$ cat config.mk
export PLATFORM = sky130hd
export DESIGN_NAME = vcds_top
export DESIGN_NICKNAME = d
export VERILOG_FILES = /design/src/verilog/vcds_pkg.sv /design/src/verilog/vcds_if.sv /design/src/verilog/vcds_top.sv /design/src/verilog/vcds_vol_mon.sv /design/src/verilog/vcds_clk_class.sv
export SDC_FILE = /design/constraint.sdc
export NUM_CORES = 1
export LEC_CHECK = 0
export ABC_AREA = 1
export BUFFER_PORTS_ARGS = -buffer_cell sky130_fd_sc_hd__buf_2
export CORE_ASPECT_RATIO = 0.6
export CORE_MARGIN = 10
export CORE_UTILIZATION = 39
export CTS_BUF_LIST = sky130_fd_sc_hd__clkbuf_4
export DETAILED_ROUTE_END_ITERATION = 10
export MAX_ROUTING_LAYER = met4
export PLACE_DENSITY_LB_ADDON = 0.05
export SLEW_MARGIN = 20
export SYNTH_ARGS = -nofsm -noshare
export SYNTH_HDL_FRONTEND = slang
export SYNTH_SLANG_ARGS = --single-unit
$ cat constraint.sdc
create_clock -name CLK_I -period 6.65 [get_ports CLK_I]
set_input_delay 1.33 -clock CLK_I [delete_from_list [all_inputs] [get_ports CLK_I]]
set_output_delay 1.33 -clock CLK_I [all_outputs]
set_load 0.005 [all_outputs]
$ cat src/verilog/vcds_pkg.sv
// Constants and types for the volume and clock detect status bank
package vcds_pkg;
  // ****************************************
  // Widths and register map
  // ****************************************
  localparam int         NUM_CH     = 2;
  localparam int         CH_LEFT    = 0;
  localparam int         CH_RIGHT   = 1;
  localparam int         VOL_W      = 8;
  localparam int         PER_W      = 16;
  localparam int         MRAT_W     = 12;
  localparam int         BRAT_W     = 3;
  localparam int         ADDR_W     = 8;
  localparam int         DATA_W     = 8;
  localparam int         NUM_REG    = 4;
  typedef logic [1:0]    vcds_idx_t;
  typedef logic [2:0]    vcds_rate_t;
  typedef logic [3:0]    vcds_mrat_t;
  localparam logic [7:0] ADDR_VOL   = 8'h59;
  localparam logic [7:0] ADDR_RATE  = 8'h5b;
  localparam logic [7:0] ADDR_BHI   = 8'h5c;
  localparam logic [7:0] ADDR_BLO   = 8'h5d;
  localparam vcds_idx_t  IDX_VOL    = 2'h0;
  localparam vcds_idx_t  IDX_RATE   = 2'h1;
  localparam vcds_idx_t  IDX_BHI    = 2'h2;
  localparam vcds_idx_t  IDX_BLO    = 2'h3;
  // Field positions
  localparam int         BIT_L_RAMP = 5;
  localparam int         BIT_L_DONE = 4;
  localparam int         BIT_R_RAMP = 1;
  localparam int         BIT_R_DONE = 0;
  localparam int         RATE_LSB   = 4;
  localparam int         MRAT_LSB   = 0;
  localparam int         BHI_LSB    = 0;
  localparam int         BLO_BIT    = 7;
  // Writable reserved bits per register index, and reset value
  localparam logic [7:0] RSV_MASK [NUM_REG] = '{8'hcc, 8'h80, 8'hfc, 8'h7f};
  localparam logic [7:0] REG_RESET  = 8'h00;
  // ****************************************
  // Detection codes and clock figures
  // ****************************************
  localparam vcds_rate_t RATE_ERR   = 3'h0;
  localparam vcds_mrat_t MRAT_ERR   = 4'h0;
  localparam int         NUM_RATE   = 6;
  localparam int         NUM_MRAT   = 14;
  localparam int         CLK_KHZ    = 250000;
  localparam int         CLK_MHZ    = CLK_KHZ / 1000;
  localparam int         MCLK_MAX_MHZ = 50;
  localparam int         TOL_PCT    = 2;
  localparam int         MIN_RATIO_NOPLL = 128;
  // Rate window edges in units of 100 Hz, by rate code
  localparam int RATE_LO [1:6] = '{80, 160, 320, 882, 1764, 3840};
  localparam int RATE_HI [1:6] = '{80, 160, 480, 960, 1920, 3840};
  // Master clock ratios in FS, by ratio code
  localparam int MRAT_TAB [1:14] = '{32, 48, 64, 128, 192, 256, 384, 512,
                                     768, 1024, 1152, 1536, 2048, 3072};
  // Shortest frame period in core cycles for the top rate of a window
  function automatic int per_min(input int hi_rate);
    return (CLK_KHZ * 1000) / (hi_rate * (100 + TOL_PCT));
  endfunction : per_min
  // Longest frame period in core cycles for the bottom rate of a window
  function automatic int per_max(input int lo_rate);
    return (CLK_KHZ * 1000) / (lo_rate * (100 - TOL_PCT));
  endfunction : per_max
endpackage : vcds_pkg

$ cat src/verilog/vcds_if.sv
// Interfaces between the status bank top and its two monitors
interface vcds_vol_if;
  import vcds_pkg::*;
  logic [VOL_W-1:0]  cur  [NUM_CH];
  logic [VOL_W-1:0]  tgt  [NUM_CH];
  logic [NUM_CH-1:0] ramp;
  logic [NUM_CH-1:0] done;
  modport mon (input cur, input tgt, output ramp, output done);
  modport top (output cur, output tgt, input ramp, input done);
endinterface : vcds_vol_if

interface vcds_clk_if;
  import vcds_pkg::*;
  logic [PER_W-1:0]  per;
  logic [MRAT_W-1:0] ratio;
  logic              pll_off;
  vcds_rate_t        rate;
  vcds_mrat_t        code;
  logic              err;
  modport mon (input per, input ratio, input pll_off,
               output rate, output code, output err);
  modport top (output per, output ratio, output pll_off,
               input rate, input code, input err);
endinterface : vcds_clk_if

$ cat src/verilog/vcds_top.sv
// Volume ramp and clock detect status registers of the processing core
module vcds_top (
  input  wire logic                      CLK_I,
  input  wire logic                      RST_N_I,
  input  wire logic [vcds_pkg::ADDR_W-1:0] REG_ADDR_I,
  input  wire logic                      REG_WR_I,
  input  wire logic [vcds_pkg::DATA_W-1:0] REG_WDATA_I,
  input  wire logic                      REG_RD_I,
  output logic      [vcds_pkg::DATA_W-1:0] REG_RDATA_O,
  output logic                           REG_RVALID_O,
  input  wire logic [vcds_pkg::VOL_W-1:0]  L_VOL_I,
  input  wire logic [vcds_pkg::VOL_W-1:0]  L_TARGET_I,
  input  wire logic [vcds_pkg::VOL_W-1:0]  R_VOL_I,
  input  wire logic [vcds_pkg::VOL_W-1:0]  R_TARGET_I,
  input  wire logic [vcds_pkg::PER_W-1:0]  FRAME_PERIOD_I,
  input  wire logic [vcds_pkg::MRAT_W-1:0] MCLK_RATIO_I,
  input  wire logic                      PLL_DISABLED_I,
  input  wire logic [vcds_pkg::BRAT_W-1:0] BIT_CLOCK_RATIO_I,
  output logic                           CLOCK_ERROR_O
);
  import vcds_pkg::*;

  // ****************************************
  // Monitor wiring
  // ****************************************
  vcds_vol_if vol_bus ();
  vcds_clk_if clk_bus ();

  // Detector inputs share the core clock, so no synchroniser
  assign vol_bus.cur[CH_LEFT]  = L_VOL_I;
  assign vol_bus.tgt[CH_LEFT]  = L_TARGET_I;
  assign vol_bus.cur[CH_RIGHT] = R_VOL_I;
  assign vol_bus.tgt[CH_RIGHT] = R_TARGET_I;
  assign clk_bus.per           = FRAME_PERIOD_I;
  assign clk_bus.ratio         = MCLK_RATIO_I;
  assign clk_bus.pll_off       = PLL_DISABLED_I;

  vcds_vol_mon u_vol (
    .clk_i   (CLK_I),
    .rst_n_i (RST_N_I),
    .vol     (vol_bus)
  );

  vcds_clk_class u_clk (
    .clk_i   (CLK_I),
    .rst_n_i (RST_N_I),
    .clk     (clk_bus)
  );

  // ****************************************
  // Bit clock ratio capture
  // ****************************************
  logic [BRAT_W-1:0] brat_d;
  logic [BRAT_W-1:0] brat_q;

  // Follows the detector every cycle, zero out of reset
  always_comb
  begin
    brat_d = BIT_CLOCK_RATIO_I;
  end

  always_ff @(posedge CLK_I)
  begin
    if (!RST_N_I)
      brat_q <= '0;
    else
      brat_q <= brat_d;
  end

  // ****************************************
  // Address decode
  // ****************************************
  // Returns hit flag above the register index
  function automatic logic [2:0] reg_decode(
    input logic [ADDR_W-1:0] addr
  );
    logic [2:0] res;
    res = {1'b0, IDX_VOL};
    case (addr)
      ADDR_VOL:  res = {1'b1, IDX_VOL};
      ADDR_RATE: res = {1'b1, IDX_RATE};
      ADDR_BHI:  res = {1'b1, IDX_BHI};
      ADDR_BLO:  res = {1'b1, IDX_BLO};
      default:   res = {1'b0, IDX_VOL};
    endcase
    return res;
  endfunction : reg_decode

  logic [2:0] wr_dec;
  logic [2:0] rd_dec;
  logic       wr_hit;
  logic       rd_hit;
  vcds_idx_t  wr_idx;
  vcds_idx_t  rd_idx;

  // Same decode serves both directions
  always_comb
  begin
    wr_dec = reg_decode(REG_ADDR_I);
    rd_dec = reg_decode(REG_ADDR_I);
    wr_hit = REG_WR_I && wr_dec[2];
    rd_hit = REG_RD_I && rd_dec[2];
    wr_idx = wr_dec[1:0];
    rd_idx = rd_dec[1:0];
  end

  // ****************************************
  // Reserved storage
  // ****************************************
  logic [DATA_W-1:0] rsv_d [NUM_REG];
  logic [DATA_W-1:0] rsv_q [NUM_REG];

  // Only reserved bits take a write; read-only bits drop it
  always_comb
  begin
    for (int r = 0; r < NUM_REG; r++)
      rsv_d[r] = rsv_q[r];
    if (wr_hit)
      rsv_d[wr_idx] = REG_WDATA_I & RSV_MASK[wr_idx];
  end

  always_ff @(posedge CLK_I)
  begin
    if (!RST_N_I)
    begin
      for (int r = 0; r < NUM_REG; r++)
        rsv_q[r] <= REG_RESET;
    end
    else
    begin
      for (int r = 0; r < NUM_REG; r++)
        rsv_q[r] <= rsv_d[r];
    end
  end

  // ****************************************
  // Status words
  // ****************************************
  logic [DATA_W-1:0] stat_w [NUM_REG];

  // Hardware fields are placed over a zero background
  always_comb
  begin
    for (int r = 0; r < NUM_REG; r++)
      stat_w[r] = '0;
    stat_w[IDX_VOL][BIT_L_RAMP] = vol_bus.ramp[CH_LEFT];
    stat_w[IDX_VOL][BIT_L_DONE] = vol_bus.done[CH_LEFT];
    stat_w[IDX_VOL][BIT_R_RAMP] = vol_bus.ramp[CH_RIGHT];
    stat_w[IDX_VOL][BIT_R_DONE] = vol_bus.done[CH_RIGHT];
    stat_w[IDX_RATE][RATE_LSB +: 3] = clk_bus.rate;
    stat_w[IDX_RATE][MRAT_LSB +: 4] = clk_bus.code;
    stat_w[IDX_BHI][BHI_LSB +: 2] = brat_q[BRAT_W-1:1];
    stat_w[IDX_BLO][BLO_BIT]      = brat_q[0];
  end

  // ****************************************
  // Read path
  // ****************************************
  logic [DATA_W-1:0] rdata_d;
  logic [DATA_W-1:0] rdata_q;
  logic              rvalid_d;
  logic              rvalid_q;

  // Unmapped reads answer zero; data holds until the next read
  always_comb
  begin
    rdata_d  = rdata_q;
    rvalid_d = REG_RD_I;
    if (REG_RD_I)
    begin
      if (rd_hit)
        rdata_d = (rsv_q[rd_idx] & RSV_MASK[rd_idx]) | stat_w[rd_idx];
      else
        rdata_d = '0;
    end
  end

  always_ff @(posedge CLK_I)
  begin
    if (!RST_N_I)
    begin
      rdata_q  <= '0;
      rvalid_q <= 1'b0;
    end
    else
    begin
      rdata_q  <= rdata_d;
      rvalid_q <= rvalid_d;
    end
  end

  assign REG_RDATA_O   = rdata_q;
  assign REG_RVALID_O  = rvalid_q;
  assign CLOCK_ERROR_O = clk_bus.err;

  // ****************************************
  // Checks
  // ****************************************
  // Ramp and done flags track the previous cycle's inputs
  l_ramp_flag_a: assert property (
    @(posedge CLK_I) disable iff (!RST_N_I)
    (L_VOL_I != L_TARGET_I) |=> vol_bus.ramp[CH_LEFT] &&
                                 !vol_bus.done[CH_LEFT])
    else $error("left ramp flag wrong");

  l_done_flag_a: assert property (
    @(posedge CLK_I) disable iff (!RST_N_I)
    (L_VOL_I == L_TARGET_I) |=> vol_bus.done[CH_LEFT] &&
                                 !vol_bus.ramp[CH_LEFT])
    else $error("left done flag wrong");

  r_ramp_flag_a: assert property (
    @(posedge CLK_I) disable iff (!RST_N_I)
    $changed(R_VOL_I) && (R_VOL_I != R_TARGET_I) |=>
      vol_bus.ramp[CH_RIGHT])
    else $error("right ramp flag missed a step");

  r_done_flag_a: assert property (
    @(posedge CLK_I) disable iff (!RST_N_I)
    (R_VOL_I != R_TARGET_I) ##1 (R_VOL_I == R_TARGET_I) |=>
      vol_bus.done[CH_RIGHT] && $past(!vol_bus.done[CH_RIGHT]))
    else $error("right done flag late");

  // Read of the rate register returns the live fields
  rate_read_a: assert property (
    @(posedge CLK_I) disable iff (!RST_N_I)
    REG_RD_I && (REG_ADDR_I == ADDR_RATE) |=>
      REG_RVALID_O &&
      (REG_RDATA_O[RATE_LSB +: 3] == $past(clk_bus.rate)) &&
      (REG_RDATA_O[MRAT_LSB +: 4] == $past(clk_bus.code)))
    else $error("rate register read mismatch");

  rate_mid_a: assert property (
    @(posedge CLK_I) disable iff (!RST_N_I)
    (FRAME_PERIOD_I == 16'h1458) |=> (clk_bus.rate == 3'h3))
    else $error("48 kHz frame not coded 011");

  rate_zero_a: assert property (
    @(posedge CLK_I) disable iff (!RST_N_I)
    (FRAME_PERIOD_I == 16'h0000) |=>
      (clk_bus.rate == RATE_ERR) && CLOCK_ERROR_O)
    else $error("zero period not an error");

  ratio_bad_a: assert property (
    @(posedge CLK_I) disable iff (!RST_N_I)
    (MCLK_RATIO_I == 12'h064) |=>
      (clk_bus.code == MRAT_ERR) && CLOCK_ERROR_O)
    else $error("illegal ratio not coded 0000");

  ratio_ends_a: assert property (
    @(posedge CLK_I) disable iff (!RST_N_I)
    ((MCLK_RATIO_I == 12'h020) |=> (clk_bus.code == 4'h1)) and
    ((MCLK_RATIO_I == 12'hc00) |=> (clk_bus.code == 4'he)))
    else $error("ratio end codes wrong");

  nopll_slow_a: assert property (
    @(posedge CLK_I) disable iff (!RST_N_I)
    PLL_DISABLED_I && (MCLK_RATIO_I == 12'h040) |=> CLOCK_ERROR_O)
    else $error("low ratio without pll not flagged");

  fast_mclk_a: assert property (
    @(posedge CLK_I) disable iff (!RST_N_I)
    (MCLK_RATIO_I == 12'h400) && (FRAME_PERIOD_I == 16'h0a2c) |=>
      CLOCK_ERROR_O && (clk_bus.code != MRAT_ERR))
    else $error("master clock above limit not flagged");

  brat_read_a: assert property (
    @(posedge CLK_I) disable iff (!RST_N_I)
    REG_RD_I && (REG_ADDR_I == ADDR_BHI) ##1
    REG_RD_I && (REG_ADDR_I == ADDR_BLO) |=>
      ({$past(REG_RDATA_O[BHI_LSB +: 2]), REG_RDATA_O[BLO_BIT]} ==
       $past(brat_q, 2)) || ($past(brat_q) != $past(brat_q, 2)))
    else $error("bit clock ratio read mismatch");

  rsv_store_a: assert property (
    @(posedge CLK_I) disable iff (!RST_N_I)
    REG_WR_I && (REG_ADDR_I == ADDR_VOL) ##1
    REG_RD_I && (REG_ADDR_I == ADDR_VOL) && !REG_WR_I |=>
      (REG_RDATA_O & RSV_MASK[IDX_VOL]) ==
      ($past(REG_WDATA_I, 2) & RSV_MASK[IDX_VOL]))
    else $error("reserved bits not stored");

  unmapped_zero_a: assert property (
    @(posedge CLK_I) disable iff (!RST_N_I)
    REG_RD_I && !rd_hit |=> REG_RVALID_O && (REG_RDATA_O == '0))
    else $error("unmapped read not zero");
endmodule : vcds_top

$ cat src/verilog/vcds_vol_mon.sv
// Per-channel digital volume ramp monitor
module vcds_vol_mon (
  input  wire logic clk_i,
  input  wire logic rst_n_i,
  vcds_vol_if.mon   vol
);
  import vcds_pkg::*;
  logic [NUM_CH-1:0] ramp_d;
  logic [NUM_CH-1:0] ramp_q;
  logic [NUM_CH-1:0] done_d;
  logic [NUM_CH-1:0] done_q;

  // Moving while off target, reached once equal; never both at once
  always_comb
  begin
    for (int ch = 0; ch < NUM_CH; ch++)
    begin
      ramp_d[ch] = (vol.cur[ch] != vol.tgt[ch]);
      done_d[ch] = (vol.cur[ch] == vol.tgt[ch]);
    end
  end

  // Registered so a read sees one stable snapshot
  always_ff @(posedge clk_i)
  begin
    if (!rst_n_i)
    begin
      ramp_q <= '0;
      done_q <= '0;
    end
    else
    begin
      ramp_q <= ramp_d;
      done_q <= done_d;
    end
  end

  assign vol.ramp = ramp_q;
  assign vol.done = done_q;
endmodule : vcds_vol_mon

$ cat src/verilog/vcds_clk_class.sv
// Sample rate and master clock ratio classifier with clock error
module vcds_clk_class (
  input  wire logic clk_i,
  input  wire logic rst_n_i,
  vcds_clk_if.mon   clk
);
  import vcds_pkg::*;
  vcds_rate_t rate_d;
  vcds_rate_t rate_q;
  vcds_mrat_t code_d;
  vcds_mrat_t code_q;
  logic       err_d;
  logic       err_q;
  logic       too_fast;
  logic       too_slow;

  // Window match on frame period; exact match on ratio
  always_comb
  begin
    rate_d = RATE_ERR;
    code_d = MRAT_ERR;
    for (int i = 1; i <= NUM_RATE; i++)
    begin
      if (int'(clk.per) >= per_min(RATE_HI[i]) &&
          int'(clk.per) <= per_max(RATE_LO[i]))
        rate_d = vcds_rate_t'(i);
    end
    for (int i = 1; i <= NUM_MRAT; i++)
    begin
      if (int'(clk.ratio) == MRAT_TAB[i])
        code_d = vcds_mrat_t'(i);
    end
    // Master clock rate is ratio times core rate over frame period
    too_fast = (int'(clk.ratio) * CLK_MHZ) >=
               (int'(clk.per) * MCLK_MAX_MHZ);
    too_slow = clk.pll_off &&
               (int'(clk.ratio) < MIN_RATIO_NOPLL);
    err_d = (rate_d == RATE_ERR) || (code_d == MRAT_ERR) ||
            too_fast || too_slow;
  end

  always_ff @(posedge clk_i)
  begin
    if (!rst_n_i)
    begin
      rate_q <= RATE_ERR;
      code_q <= MRAT_ERR;
      err_q  <= 1'b0;
    end
    else
    begin
      rate_q <= rate_d;
      code_q <= code_d;
      err_q  <= err_d;
    end
  end

  assign clk.rate = rate_q;
  assign clk.code = code_q;
  assign clk.err  = err_q;
endmodule : vcds_clk_class

* Yosys cells after proc, flatten, opt, wreduce, memory -nomap -nowiden
Memories as Yosys holds them, arrays and structs flattened.
Cells that the tools add are included.
W data, S select, Z words.
** Operators by class
- $mul :: 2
- $lt $le $gt $ge :: 16
- Equal/unequal tests :: 22
- Muxes and demuxes :: 38
- Bitwise gates (word level) :: 8
- Reduce and logical (&&, ||, !) cells :: 15
** Operators by type and width (number)
- $mux W8 :: 10
- $eq A12 B12 Y1 const B :: 4
- $eq A12 B11 Y1 const B :: 3
- $bmux W8 S2 :: 2
- $bwmux W32 :: 1
- $eq A8 B7 Y1 const B :: 4
- $ge A32 B32 Y1 :: 1
- $mux W32 :: 1
- $mux W4 :: 7
- $eq A12 B10 Y1 const B :: 2
- $eq A12 B7 Y1 const B :: 2
- $eq A12 B9 Y1 const B :: 2
- $mul A16 B5 Y21 const B :: 1
- $mux W3 :: 7
- $mul A12 B7 Y19 const B :: 1
- $and A8 B8 Y8 :: 2
- $demux W8 S2 :: 1
- $eq A8 B8 Y1 :: 2
- $ge A16 B10 Y1 const B :: 1
- $ge A16 B11 Y1 const B :: 1
- $ge A16 B12 Y1 const B :: 1
- $ge A16 B13 Y1 const B :: 1
- $ge A16 B14 Y1 const B :: 1
- $ge A16 B15 Y1 const B :: 1
- other kinds (21) :: 42
** Storage, ports and cells
- Register bits after elaboration :: 24
- RAM bits :: 32
- Bits of input ports :: 84
- Output and inout bits :: 10
- Logic and storage cells :: 110
- Memories :: 1
** Memory list
- rsv_q :: words 4, width 8, read ports 5, clocked after memory_dff 0, wr ports 4, line vcds_top.sv:111 : logic [DATA_W-1:0] rsv_q [NUM_REG];

* Logic depth before layout (Yosys ltp)
- Depth in word-level cells :: 19
- Mapped depth :: 30

* Hierarchy
A second synthesis with hierarchy kept.
** Second synthesis, totals
- Cell total of the unflattened synthesis :: 1131
- Area total of the unflattened synthesis :: 8031.5 µm²
** By module, submodules not included
- vcds_clk_class :: instances 1, cells each 760, area each 5828.1 µm², seq. area each 160.2 µm²
- vcds_top :: instances 1, cells each 236, area each 1619.1 µm², seq. area each 600.6 µm²
- vcds_vol_mon :: instances 1, cells each 135, area each 584.3 µm², seq. area each 80.1 µm²

* Worst setup path before layout
OpenSTA, ideal clock, no wires.
- Kind :: input to register
- From :: in MCLK_RATIO_I[4] in the netlist's numbering
- To :: reg u_clk.err_q, in the netlist u_clk.clk.err
- Arrival :: 5.721 ns
- Data required time :: 6.594 ns
- Path slack :: 0.873 ns
- Stages :: 24
- Path buffers :: 0
- Path through :: inv_1 > fa_1 > fa_1 > fa_1 > inv_1 > fa_1 > ha_1 > a21oi_1 > o21ai_0 > a21oi_1 > o21ai_2 > a21boi_1 > o21ai_0 > xnor2_1 > inv_1 > ha_1 > nand2_1 > nor4_1 > a31oi_1 > nand2_1 > nand2_1 > nand3_1 > nand2_1 > inv_1
** On the way
- Word-level cells in the longest chain between the ends :: 19
- Elaborated cells between the ends (all ways) :: 36
- Those cells by class :: 1 x mul; 2 x order compare; 14 x eq/ne; 14 x mux; 5 x reduce/logical
** Ends and longest elaborated chain
- start: declaration :: line vcds_top.sv:16 : input wire logic [vcds_pkg::MRAT_W-1:0] MCLK_RATIO_I,
- parallel branches: the longest is 18 deep, another holds $ge A32 B32 Y1
- $logic_or A1 B1 Y1 (*) :: line vcds_clk_class.sv:39 : too_fast || too_slow;
- end signal: assignment :: line vcds_clk_class.sv:54 : err_q <= err_d;
- end: declaration :: line vcds_clk_class.sv:13 : logic err_q;
Every way passes the cells marked *.
A chain may end at the register's enable or synchronous reset.

* Final worst setup path
- From :: in MCLK_RATIO_I[6] in the netlist's numbering
- To :: reg u_clk.err_q, in the netlist u_clk.clk.err
The elaborated chain is that of the path after synthesis.

==> impl_metrics.yaml <==
worst_setup_path:
  rr_worst_depth: 4
  max_stage_delay_ns: 0.52
  start_kind: "input pin"
  crit_type: "input pin to flop"
  worst_path_most_repeated_cell: "nand2_1"
  critPathMaxFanout: 6
  arrival_ns: 6.32
  cp_slowest_cell: "fa_1"
  cp.required_ns: 6.99
  cp-end-kind: "flop"
yosys:
  syn-num-nets: 1327
  ys_ff_latch: 42
  syn_inst: 1025
  synth_cell_types: 42
  syn_area_sq_um: 7510
  ys_seq_area_share_pct: 11.2
  syn-mean-instance-area_sq_um: 7.33
  synth_top_cell_by_area: "ha_1"
  async_flop_share_pct: 0
  yosys_warnings: 0
  synth_area_leaders: "ha_1, fa_1, dfxtp_1"
  synthFlopType: "dfxtp_1"
  synth-edff-count: 0
  synth_top_area_share_pct: 28.3
routing:
  wl_um: 20300
  wire_per_inst_um: 14.8
  vias_per_cell: 4.78
  drc: 0
  firstDrtPassIters: 5
  num_vias: 6546
  ant_nets: 0
  drtIter0Drc: 349
cts:
  cts.repair.resized: 0
  root_buffer: "clkbuf_4"
  post-cts-setup-buffer-count: 0
  cts_tree: "done"
  insertion_delay_ns: 0.39
  clockBufferDepth: 2
  clock_sinks: 42
  cts_htree_levels: 2
  numCtsBuffers: 5
  cts_hold_buf: 0
  path_clk_slew_ns: 0.15
timing:
  hold_viol_final: 0
  slew_headroom_pct: 61.2
  fin_worst_skew_ns: 0.0242
  final_max_slew_viol_count: 0
  worstMarginPinSlew_ns: 0.582
  post-route-period-util_pct: 89.9
  setup_tns_ns: 0
  timing.fmax_ghz: 0.167
  rsz0062_at_grt: "false"
  final-setup-viol-count: 0
  setup_slack_ns: 0.671
  holdWs_ns: 0.472
  min_period_ns: 5.98
placed_design:
  io_buffers: 93
  gp_congestion: 0.925
  placed_cell_area_sq_um: 8280
  dp.cells: 1362
  place_ws_ns: 0.256
  place_hpwl_um: 18000
layout:
  fin_cells: 1370
  nFillCells: 2035
  syn_to_final_growth_pct: 11.7
  fin_area_sq_um: 8390
  mostFrequentLayoutCells: "inv_1, nand2_1, ha_1, buf_2, a21oi_1"
  mostFrequentLayoutCell: "inv_1"
  drive_gt1_share_pct: 11.7
  diodes: 0
  nNetsFinal: 1425
  final_util_pct: 44.2
hold_path:
  holdPathStages: 2
  min_path_type: "flop to flop"
global_route:
  grt_first_pass_wirelength_um: 33900
  track_usage_pct: 16.8
  grt_max_degree: 29
  grt_pass1_vias: 6561
  antenna_found_initial: 1
  overflow: 0
floorplanning:
  chipWidth_um: 199
  io_pins: 94
  die_h_um: 128
  die_area_sq_um: 25400
  rows: 39
  start_util_pct: 39.6
  coreArea_sq_um: 19000
pwr:
  irDropWorstVdd_uv: 120
  p_per_area_nw_per_um2: 252
  leakage_nw: 4.58
  p_total_mw: 2.11
outcome:
  status: "complete, no violations"
run:
  maxCapViolCount: 0
==> cell type report <==
| cell class | instances | area [sq um] | share of cell area (%) |
|---|---|---|---|
| Clock buffer | 5 | 37.5 | 0.447 |
| Clock inverter | 3 | 68.8 | 0.820 |
| Timing Repair Buffer | 95 | 480 | 5.73 |
| Multi-Input combinational cell | 776 | 5890 | 70.2 |
| Tap cell | 246 | 308 | 3.67 |
| Sequential cell | 42 | 841 | 10.0 |
| Inverter | 203 | 762 | 9.08 |
==> synth_stat cells (9+ instances only) <==
master / number
nand4_1: 15
nor2_1: 71
o21ai_0: 55
a21oi_1: 76
nand3_1: 37
xnor2_1: 19
nand2_1: 191
nor3_1: 9
ha_1: 170
fa_1: 48
inv_1: 197
xor2_1: 22
dfxtp_1: 42
==> sequential cells by signal (all words and copies together) (netlist names) <==
signal          cells
REG_RDATA_O         8
rsv_q              18
brat_q              3
u_vol.vol.done      2
u_clk.clk.rate      3
u_clk.clk.err       1
u_clk.clk.code      4
REG_RVALID_O        1
u_vol.vol.ramp      2
==> worst max-delay path: cells and delay by family <==
family,cells,cell delay [ns]
xor gates and xnor gates,1,0.18
adders and majority gates,6,2.68
buffers and inverters,7,0.65
and+or+nand+nor,12,0.81
AOI/OAI and AO/OA,4,0.66
==> final timing paths <==
check | startpoint | to | slack [ns]
worst min-delay path | rsv_q[2][7] | rsv_q[2][7] | 0.47
worst max register to register | u_clk.clk.rate[1] | REG_RDATA_O[5] | 5.65
worst min register to register | rsv_q[2][7] | rsv_q[2][7] | 0.47
worst max-delay path | MCLK_RATIO_I[6] | u_clk.clk.err | 0.67
==> cell families (layout without fill, tap and decap cells) <==
group                      count (synthesis)  after routing  share of synthesized area [%]
xor gates and xnor gates                  41             41                           4.78
and+or+nand+nor                          352            352                           20.3
AOI/OAI and AO/OA                        165            165                           12.2
DFF                                       42             42                           11.2
buffers and inverters                    207            306                           10.4
adders and majority gates                218            218                           41.1
==> power by group <==
part / internal [mW] / total (mW) / switching [mW]
Sequential: 0.256 / 0.257 / 0.00143
Combinational: 0.680 / 1.64 / 0.963
Clock: 0.118 / 0.213 / 0.0952
==> per-layer routing <==
| metal | track usage [%] | wire length, um | up-vias |
|---|---|---|---|
| met5 | - | 0 | - |
| met4 | 1.74 | 108 | 0 |
| met3 | 2.25 | 613 | 11 |
| met2 | 23.0 | 7890 | 101 |
| met1 | 25.8 | 11700 | 2951 |
| li1 | - | - | 3483 |
(Power assumes the default switching activity.)
